[src/pdm_pkg.sv]
`default_nettype none

package pdm_pkg;

    // ------------------------------------------------------------
    // Register offsets
    // ------------------------------------------------------------
    localparam logic [7:0] ADDR_MASTER_CLOCK_SELECT = 8'h14;
    localparam logic [7:0] ADDR_PORT2_DIRECTION     = 8'h25;
    localparam logic [7:0] ADDR_PORT2_OUTPUT_MUX    = 8'h27;
    localparam logic [7:0] ADDR_DENSITY_WORD_HIGH   = 8'h30;
    localparam logic [7:0] ADDR_DENSITY_WORD_LOW    = 8'h31;
    localparam logic [7:0] ADDR_MODULATOR_CONTROL   = 8'h36;

    // ------------------------------------------------------------
    // Field positions
    // ------------------------------------------------------------
    localparam int PIN_BIT          = 2;
    localparam int MUX_SELECT_BIT   = 4;
    localparam int ENABLE_BIT       = 5;
    localparam int OUT_LEVEL_BIT    = 7;
    localparam int CLK_SEL_LSB      = 0;
    localparam int CLK_SEL_WIDTH    = 3;

    // ------------------------------------------------------------
    // Reset values
    // ------------------------------------------------------------
    localparam logic [7:0] RST_MASTER_CLOCK_SELECT = 8'h00;
    localparam logic [7:0] RST_PORT2_DIRECTION     = 8'h00;
    localparam logic [7:0] RST_PORT2_OUTPUT_MUX    = 8'h00;
    localparam logic [7:0] RST_DENSITY_WORD_HIGH   = 8'h00;
    localparam logic [7:0] RST_DENSITY_WORD_LOW    = 8'h00;
    localparam logic [7:0] RST_MODULATOR_CONTROL   = 8'h00;

    // Answer to an unmapped read
    localparam logic [7:0] READ_UNMAPPED = 8'h00;

    // ------------------------------------------------------------
    // Widths and counts
    // ------------------------------------------------------------
    localparam int DENSITY_WIDTH  = 16;
    localparam int PRESCALE_WIDTH = 7;

endpackage : pdm_pkg

`default_nettype wire

[src/pdm_sub_rate.sv]
`default_nettype none

// Sixteen binary-weighted pulse trains from one free-running counter.
module pdm_sub_rate #(
    parameter int WIDTH = 16
) (
    // Clock and reset
    input  wire logic             clk_sys,
    input  wire logic             reset_n,
    // Control
    input  wire logic             run,
    input  wire logic             tick,
    // Pulse trains, bit k at tick rate over 2**(WIDTH-k)
    output logic [WIDTH-1:0]      subRate
);

    // ------------------------------------------------------------
    // Elaboration check
    // ------------------------------------------------------------
    if (WIDTH < 2 || WIDTH > 16) begin : gWidthCheck
        $error("pdm_sub_rate: WIDTH must lie in 2..16");
    end

    logic [WIDTH-1:0] count;

    // Free-running count; cleared while stopped so each start is alike
    always_ff @(posedge clk_sys or negedge reset_n) begin
        if (!reset_n) begin
            count <= '0;
        end else if (!run) begin
            count <= '0;
        end else if (tick) begin
            count <= count + 1'b1;
        end
    end

    // Train k fires when the lowest set count bit is WIDTH-1-k.
    // Lowest-set-bit decode keeps trains disjoint, so they may be ORed.
    for (genvar k = 0; k < WIDTH; k++) begin : gTrain
        localparam int P = WIDTH - 1 - k;
        if (P == 0) begin : gLsb
            assign subRate[k] = count[0];
        end else begin : gUpper
            assign subRate[k] = count[P] && (count[P-1:0] == '0);
        end
    end

endmodule : pdm_sub_rate

`default_nettype wire

[src/pdm_modulator.sv]
`default_nettype none

// Function
// - 16-bit density word from two byte registers
// - Bit k runs at modulator rate over 2**(16-k)
// - Cleared bit includes its train, set excludes
// - Enable runs modulator; disabled leaves pin GPIO
// - Selector divides master clock by 2**value
// - Mux bit routes modulator output to pin
// - Direction bit 2 must be output to drive
// - Output is OR of all selected trains
// - Mux select sits at bit 4, 1 selects modulator
module pdm_modulator #(
    parameter int DENSITY_WIDTH  = pdm_pkg::DENSITY_WIDTH,
    parameter int PRESCALE_WIDTH = pdm_pkg::PRESCALE_WIDTH
) (
    // Clock and reset
    input  wire logic        clk_sys,
    input  wire logic        reset_n,

    // Register port
    input  wire logic [7:0]  regAddr,
    input  wire logic [7:0]  regWrData,
    input  wire logic        regWrite,
    input  wire logic        regRead,
    output logic      [7:0]  regRdData,

    // GPIO side of port 2 bit 2
    input  wire logic        gpioLatch,

    // Port 2 bit 2 pin drive
    output logic             pinOut,
    output logic             pinOe,

    // Master clock source selection, handed to the clock generator
    output logic      [7:0]  masterClockSelect
);

    // ------------------------------------------------------------
    // Elaboration checks
    // ------------------------------------------------------------
    if (DENSITY_WIDTH != 16) begin : gDensityCheck
        $error("pdm_modulator: density word is two bytes wide");
    end

    if (PRESCALE_WIDTH != 7) begin : gPrescaleCheck
        $error("pdm_modulator: 3-bit selector needs a 7-bit prescaler");
    end

    // ------------------------------------------------------------
    // Operating notes
    // ------------------------------------------------------------
    // Everything runs on clk_sys. The modulator clock is never a real
    // clock: it is the one-cycle enable modTick, raised once every
    // 2**select cycles by the free-running prescaler.
    //
    // Each tick steps a 16-bit counter. Train k pulses on the ticks at
    // which the lowest set counter bit is 15-k, so train 15 takes every
    // second tick and train 0 one tick in 65536. No two trains pulse on
    // the same tick, which is what lets the level be a plain OR.
    //
    // Polarity: a density bit at zero includes its train and a bit at
    // one leaves it out. The high time per 65536 ticks is therefore the
    // inverse of the word, and a word of all ones keeps the level low.
    // Full duty cannot be reached; software parks the pin on the GPIO
    // latch and sets the latch instead.
    //
    // The level is registered on each tick and the pin drive once more
    // on every cycle, so the pin shows a tick's result two edges later.
    //
    // Setup is expected in this order: master clock, enable, selector,
    // density word, direction, then the mux. Nothing here enforces it;
    // a mux set before the enable leaves the pin on the GPIO latch.
    //
    // Clearing the enable parks prescaler, counter and level at zero,
    // so every restart begins at the same phase.
    //
    // Reads have no side effects, so software may poll the control
    // register for the live level bit at any rate.

    // ------------------------------------------------------------
    // Register storage
    // ------------------------------------------------------------
    logic [7:0]               port2Direction;
    logic                     muxSelect;
    logic [7:0]               densityHigh;
    logic [7:0]               densityLow;
    logic                     modulatorEnable;
    logic [2:0]               clockDivSelect;

    // ------------------------------------------------------------
    // Datapath signals
    // ------------------------------------------------------------
    logic [DENSITY_WIDTH-1:0]  densityWord;
    logic [PRESCALE_WIDTH-1:0] prescale;
    logic [PRESCALE_WIDTH-1:0] divMask;
    logic                      modTick;
    logic [DENSITY_WIDTH-1:0]  subRate;
    logic [DENSITY_WIDTH-1:0]  trainSelect;
    logic [DENSITY_WIDTH-1:0]  includedTrains;
    logic                      next_pdmLevel;
    logic                      pdmLevel;
    logic                      routeModulator;
    logic                      next_pinOut;
    logic [7:0]                next_regRdData;

    // Decoded write strobes
    logic wrMasterClock;
    logic wrDirection;
    logic wrOutputMux;
    logic wrDensityHigh;
    logic wrDensityLow;
    logic wrControl;

    // ------------------------------------------------------------
    // Address decode
    // ------------------------------------------------------------

    // One strobe per register; unmapped writes fall through unused.
    // Addresses are compared in full, so no register has an alias.
    assign wrMasterClock = regWrite && (regAddr == pdm_pkg::ADDR_MASTER_CLOCK_SELECT);
    assign wrDirection   = regWrite && (regAddr == pdm_pkg::ADDR_PORT2_DIRECTION);
    assign wrOutputMux   = regWrite && (regAddr == pdm_pkg::ADDR_PORT2_OUTPUT_MUX);
    assign wrDensityHigh = regWrite && (regAddr == pdm_pkg::ADDR_DENSITY_WORD_HIGH);
    assign wrDensityLow  = regWrite && (regAddr == pdm_pkg::ADDR_DENSITY_WORD_LOW);
    assign wrControl     = regWrite && (regAddr == pdm_pkg::ADDR_MODULATOR_CONTROL);

    // ------------------------------------------------------------
    // Software-written registers
    // ------------------------------------------------------------

    // Master clock source byte; only stored and passed on
    always_ff @(posedge clk_sys or negedge reset_n) begin
        if (!reset_n) begin
            masterClockSelect <= pdm_pkg::RST_MASTER_CLOCK_SELECT;
        end else if (wrMasterClock) begin
            masterClockSelect <= regWrData;
        end
    end

    // Port 2 direction; only bit 2 matters to this block
    always_ff @(posedge clk_sys or negedge reset_n) begin
        if (!reset_n) begin
            port2Direction <= pdm_pkg::RST_PORT2_DIRECTION;
        end else if (wrDirection) begin
            port2Direction <= regWrData;
        end
    end

    // Output mux select; the other bits are unimplemented
    always_ff @(posedge clk_sys or negedge reset_n) begin
        if (!reset_n) begin
            muxSelect <= pdm_pkg::RST_PORT2_OUTPUT_MUX[pdm_pkg::MUX_SELECT_BIT];
        end else if (wrOutputMux) begin
            muxSelect <= regWrData[pdm_pkg::MUX_SELECT_BIT];
        end
    end

    // Density word high byte
    always_ff @(posedge clk_sys or negedge reset_n) begin
        if (!reset_n) begin
            densityHigh <= pdm_pkg::RST_DENSITY_WORD_HIGH;
        end else if (wrDensityHigh) begin
            densityHigh <= regWrData;
        end
    end

    // Density word low byte
    always_ff @(posedge clk_sys or negedge reset_n) begin
        if (!reset_n) begin
            densityLow <= pdm_pkg::RST_DENSITY_WORD_LOW;
        end else if (wrDensityLow) begin
            densityLow <= regWrData;
        end
    end

    // Bytes take effect one at a time; a half-written word can show
    // for a few ticks, which software avoids by writing while stopped.
    assign densityWord = {densityHigh, densityLow};

    // Modulator enable; clearing it also parks divider and trains
    always_ff @(posedge clk_sys or negedge reset_n) begin
        if (!reset_n) begin
            modulatorEnable <= pdm_pkg::RST_MODULATOR_CONTROL[pdm_pkg::ENABLE_BIT];
        end else if (wrControl) begin
            modulatorEnable <= regWrData[pdm_pkg::ENABLE_BIT];
        end
    end

    // Clock selector; a change while running takes effect at once
    always_ff @(posedge clk_sys or negedge reset_n) begin
        if (!reset_n) begin
            clockDivSelect <= pdm_pkg::RST_MODULATOR_CONTROL[pdm_pkg::CLK_SEL_LSB +:
                                                             pdm_pkg::CLK_SEL_WIDTH];
        end else if (wrControl) begin
            clockDivSelect <= regWrData[pdm_pkg::CLK_SEL_LSB +: pdm_pkg::CLK_SEL_WIDTH];
        end
    end

    // ------------------------------------------------------------
    // Modulator clock divider
    // ------------------------------------------------------------

    // Low selector bits of the prescaler that must all be ones.
    // The widest setting needs all seven bits, hence the width check.
    always_comb begin
        divMask = '0;
        for (int i = 0; i < PRESCALE_WIDTH; i++) begin
            if (i < int'(clockDivSelect)) begin
                divMask[i] = 1'b1;
            end
        end
    end

    // Free-running prescaler, held clear while stopped
    always_ff @(posedge clk_sys or negedge reset_n) begin
        if (!reset_n) begin
            prescale <= '0;
        end else if (!modulatorEnable) begin
            prescale <= '0;
        end else begin
            prescale <= prescale + 1'b1;
        end
    end

    // One tick every 2**select cycles; select 0 ticks every cycle.
    // A selector change mid-run only shifts phase, never stalls.
    assign modTick = modulatorEnable && ((prescale & divMask) == divMask);

    // ------------------------------------------------------------
    // Pulse trains
    // ------------------------------------------------------------
    pdm_sub_rate #(
        .WIDTH   (DENSITY_WIDTH)
    ) uSubRate (
        .clk_sys (clk_sys),
        .reset_n (reset_n),
        .run     (modulatorEnable),
        .tick    (modTick),
        .subRate (subRate)
    );

    // ------------------------------------------------------------
    // Output combination
    // ------------------------------------------------------------

    // A cleared word bit lets its train through, so all ones is silence
    // and no setting reaches full duty: software keeps that for GPIO.
    assign trainSelect = ~densityWord;

    // Trains never overlap, so a plain OR adds their densities
    assign includedTrains = subRate & trainSelect;
    assign next_pdmLevel  = |includedTrains;

    // Level updates only on modulator ticks so each pulse spans a tick
    always_ff @(posedge clk_sys or negedge reset_n) begin
        if (!reset_n) begin
            pdmLevel <= 1'b0;
        end else if (!modulatorEnable) begin
            pdmLevel <= 1'b0;
        end else if (modTick) begin
            pdmLevel <= next_pdmLevel;
        end
    end

    // ------------------------------------------------------------
    // Pin multiplexer
    // ------------------------------------------------------------

    // Modulator reaches the pin only while both enable and mux are set
    assign routeModulator = modulatorEnable && muxSelect;

    // Full duty is left to software through the GPIO path
    assign next_pinOut = routeModulator ? pdmLevel : gpioLatch;

    // Registered pin level; costs one cycle but keeps glitches off pins
    always_ff @(posedge clk_sys or negedge reset_n) begin
        if (!reset_n) begin
            pinOut <= 1'b0;
        end else begin
            pinOut <= next_pinOut;
        end
    end

    // Output enable follows direction bit 2 whatever the mux says, so
    // the modulator never drives a pin that software left as input
    always_ff @(posedge clk_sys or negedge reset_n) begin
        if (!reset_n) begin
            pinOe <= 1'b0;
        end else begin
            pinOe <= port2Direction[pdm_pkg::PIN_BIT];
        end
    end

    // ------------------------------------------------------------
    // Read path
    // ------------------------------------------------------------

    // Unimplemented bits read as zero; bit 7 of control shows the level.
    // That bit is a live view only; writes to it are dropped.
    always_comb begin
        next_regRdData = pdm_pkg::READ_UNMAPPED;
        unique case (regAddr)
            pdm_pkg::ADDR_MASTER_CLOCK_SELECT: begin
                next_regRdData = masterClockSelect;
            end
            pdm_pkg::ADDR_PORT2_DIRECTION: begin
                next_regRdData = port2Direction;
            end
            pdm_pkg::ADDR_PORT2_OUTPUT_MUX: begin
                next_regRdData[pdm_pkg::MUX_SELECT_BIT] = muxSelect;
            end
            pdm_pkg::ADDR_DENSITY_WORD_HIGH: begin
                next_regRdData = densityHigh;
            end
            pdm_pkg::ADDR_DENSITY_WORD_LOW: begin
                next_regRdData = densityLow;
            end
            pdm_pkg::ADDR_MODULATOR_CONTROL: begin
                next_regRdData[pdm_pkg::OUT_LEVEL_BIT] = pdmLevel;
                next_regRdData[pdm_pkg::ENABLE_BIT]    = modulatorEnable;
                next_regRdData[2:0]                    = clockDivSelect;
            end
            default: begin
                next_regRdData = pdm_pkg::READ_UNMAPPED;
            end
        endcase
    end

    // Read data stand only in the cycle after the strobe, else zero
    always_ff @(posedge clk_sys or negedge reset_n) begin
        if (!reset_n) begin
            regRdData <= 8'h00;
        end else if (regRead) begin
            regRdData <= next_regRdData;
        end else begin
            regRdData <= 8'h00;
        end
    end

endmodule : pdm_modulator

`default_nettype wire

[config.mk]
export PLATFORM = sky130hd
export DESIGN_NAME = pdm_modulator
export DESIGN_NICKNAME = d
export VERILOG_FILES = /design/src/pdm_pkg.sv /design/src/pdm_sub_rate.sv /design/src/pdm_modulator.sv
export SDC_FILE = /design/constraint.sdc
export NUM_CORES = 1
export LEC_CHECK = 0
export BUFFER_PORTS_ARGS = -buffer_cell sky130_fd_sc_hd__buf_2
export CAP_MARGIN = 15
export CORE_ASPECT_RATIO = 1.4
export CORE_MARGIN = 1.5
export CORE_UTILIZATION = 53
export DETAILED_ROUTE_END_ITERATION = 12
export PLACE_DENSITY = 0.81
export SYNTH_ARGS = -nofsm -noshare
export SYNTH_HDL_FRONTEND = slang
export SYNTH_HIERARCHICAL = 1
export SYNTH_SLANG_ARGS = --single-unit
[constraint.sdc]
create_clock -name clk_sys -period 2.5 [get_ports clk_sys]
set_input_delay 0.375 -clock clk_sys [delete_from_list [all_inputs] [get_ports clk_sys]]
set_output_delay 0.375 -clock clk_sys [all_outputs]
set_load 0.02 [all_outputs]
==> summary.txt <==
status -> finished with violations
failing checks -> setup timing
CP Data Arrival Time -> 3.05 ns
DR WL/cell -> 17.4 um
CTS buffer count -> 9
Worst VDD drop -> 0.000458 V
largest net degree at the start of global routing -> 45
CP max stage delay -> 0.47 ns
vias in the first global route -> 2,893
DRC -> 0
Area after DPL -> 0.00413 sq mm
1st-iter DRT viols -> 244
CP max stage cell -> or3_4
post-synth net total -> 368
num ports -> 39
Post-CTS Hold Fix Bufs -> 0
ANT nets after route -> 0
design area -> 0.00437 sq mm
skew final -> 0.00670 ns
Pwr Density -> 513 mW/mm^2
Top delay family on crit path -> simple AND/OR/NAND/NOR gates
Yosys cell types -> 60
sequential share of the synthesized area -> 47.1%
DP Wirelength -> 6.48 mm
fin worst setup slack -> -0.261 ns
row count -> 36
die area -> 0.00763 sq mm
DIE WIDTH -> 74.3 um
ratio of final minimum period to clock period -> 110%
ys async rst share -> 100%
Layout area overhead -> 16.1%
layout cell share with drive strength beyond 1 -> 28.6%
via count -> 2,932
remaining global-route overflow -> 0
vias per cell -> 5.94
worst skew pair latency -> 0.34 ns
Final Hold Viols -> 0
initial core utilization -> 54.3%
Worst Path Max Fanout -> 6
Setup CP Type -> flip-flop to flip-flop
Final Setup Violations -> 1
number of max-cap violations -> 0
root buffer cell -> clkbuf_8
crit path time final -> 2.76 ns
Layout Nets -> 420
first-pass GRT wire length -> 14.1 mm
RSZ-0062 raised after global routing -> true
I/O Buffers -> 38
Reg clk slew, reported paths -> 0.07 ns
Leak -> 0.00202 uW
cell total after placement -> 478
most common cell after layout, fill and taps aside -> dfrtp_1
most frequent cells in the layout -> dfrtp_1 (69), buf_2 (38), nor2b_1 (21), nor2_1 (20), mux2_1 (20)
GRT Util Overall -> 25.0%
Mapped Area -> 0.00377 sq mm
number of synthesized flops with an enable pin -> 0
Startpoint Class -> flip-flop
yosys warns -> 6
Final Max Slew Viols -> 0
initial antenna violation count -> 0
worst hold-check path type -> primary input to async pin
Worst-Margin Slew -> 0.645 ns
# diodes -> 0
H-tree Lvls -> 3
CP required -> 2.78 ns
Slew HR -> 57.0%
CP cell instances -> inv_2 > ha_1 > or3b_4 > or4_4 > or3_4 > buf_6 > nor4b_4 > a2111oi_2 > nand4_1 > a211o_1 > o211a_1
fin cells -> 494
TritonRoute pass-1 iters -> 5
Clock Path Buffers -> 2
core area -> 0.00694 sq mm
utilization after layout -> 63.1%
DRT Wirelength -> 8.59 mm
syn avg cell area -> 11.0 sq um
Hold WS -> 0.0543 ns
Synth Instances -> 343
CTS tree -> done
fillers -> 577
Critical Path Sink Type -> flip-flop
die height -> 103 um
crit path buf inv count -> 2
R2R Setup Slk -> -0.26 ns
max frequency -> 362 MHz
gpl congestion -> 0.910
CTS sink cnt -> 71
synthesis-stage register bit count -> 71
Most used DFF post-synth -> dfrtp_1
## where the power goes
group	internal (uW)	switching [uW]	leakage (uW)
combinational	60.3	94.4	0.000953
clock	483	398	0.0000964
sequential	1180	28.2	0.000966
## routing by layer
layer	up-vias	GRT usage [%]	wire length (um)
li1	1370	-	-
met1	1438	30.3	3330
met2	96	41.4	4470
met3	28	5.77	422
met4	0	12.9	360
met5	-	0	0
## cells by family after synthesis
| family | Yosys count | share of synthesized area, % |
|---|---|---|
| buffers and inverters | 29 | 4.05 |
| AND/OR/NAND/NOR | 135 | 22.4 |
| XOR/XNOR | 14 | 3.25 |
| AO/OA/AOI/OAI | 52 | 10.5 |
| flip-flops | 71 | 47.1 |
| multiplexers | 38 | 11.3 |
| adder cells (fa/ha/maj) | 4 | 1.33 |
## synthesized netlist by cell type (8+ instances only)
library cell	number	area, sq um
a21oi_1	8	40.0
mux2_1	20	225
mux2_2	17	191
nand2_1	17	63.8
nor2_1	20	75.1
dfrtp_1	71	1780
or3_1	9	56.3
nor2b_1	22	138
nand4_1	9	56.3
a22o_1	12	105
inv_1	12	45.0
o21ai_0	10	50.1
nand3_1	10	50.1
## flip-flops by register name (all words and copies together), names as in the netlist, 3 cells and up
| signal | cells |
|---|---|
| regRdData | 8 |
| clockDivSelect | 3 |
| densityLow | 8 |
| densityHigh | 8 |
| port2Direction | 8 |
| masterClockSelect | 8 |
| prescale | 7 |
| uSubRate/count | 16 |
## through the flow
step           setup WS, ns  power [uW]  setup TNS [ns]
2_1_floorplan        -0.232        1300          -0.232
3_3_place_gp         -0.207        1380          -0.207
3_5_place_dp         -0.276        1390          -0.276
4_1_cts              -0.224        2260          -0.224
5_1_grt              -0.353        2340          -0.358
6_report             -0.261        2250          -0.261
## path summary, 6_finish.rpt
kind                                               startpoint                             end  cells after the start
worst max-delay path            uSubRate/count[0]$_DFFE_PN0P_            pdmLevel$_DFFE_PN0P_                     11
worst min-delay path                                  reset_n  uSubRate/count[10]$_DFFE_PN0P_                      1
worst max register to register  uSubRate/count[0]$_DFFE_PN0P_            pdmLevel$_DFFE_PN0P_                     11
worst min register to register  port2Direction[2]$_DFFE_PN0P_                 pinOe$_DFF_PN0_                      0
max in group asynchronous                             reset_n           prescale[2]$_DFF_PN0_                      2
min in group clk_sys                                gpioLatch                pinOut$_DFF_PN0_                      2
## area by class of cell
type / count / area, sq um / area share, %
Sequential cell: 71 / 1780 / 40.7
Clock buffer: 12 / 145 / 3.32
Inverter: 12 / 45.0 / 1.03
Timing Repair Buffer: 58 / 357 / 8.15
Multi-Input combinational cell: 243 / 1890 / 43.1
Clock inverter: 3 / 43.8 / 1.00
Tap cell: 95 / 119 / 2.72
## what timing repair did
action,4_1_cts,5_1_grt
resized for setup,1,12
cloned,0,0
pin swaps,0,6
buffers inserted,0,1
setup endpoints to repair,1,2
Power figures use the tool's default switching activity.
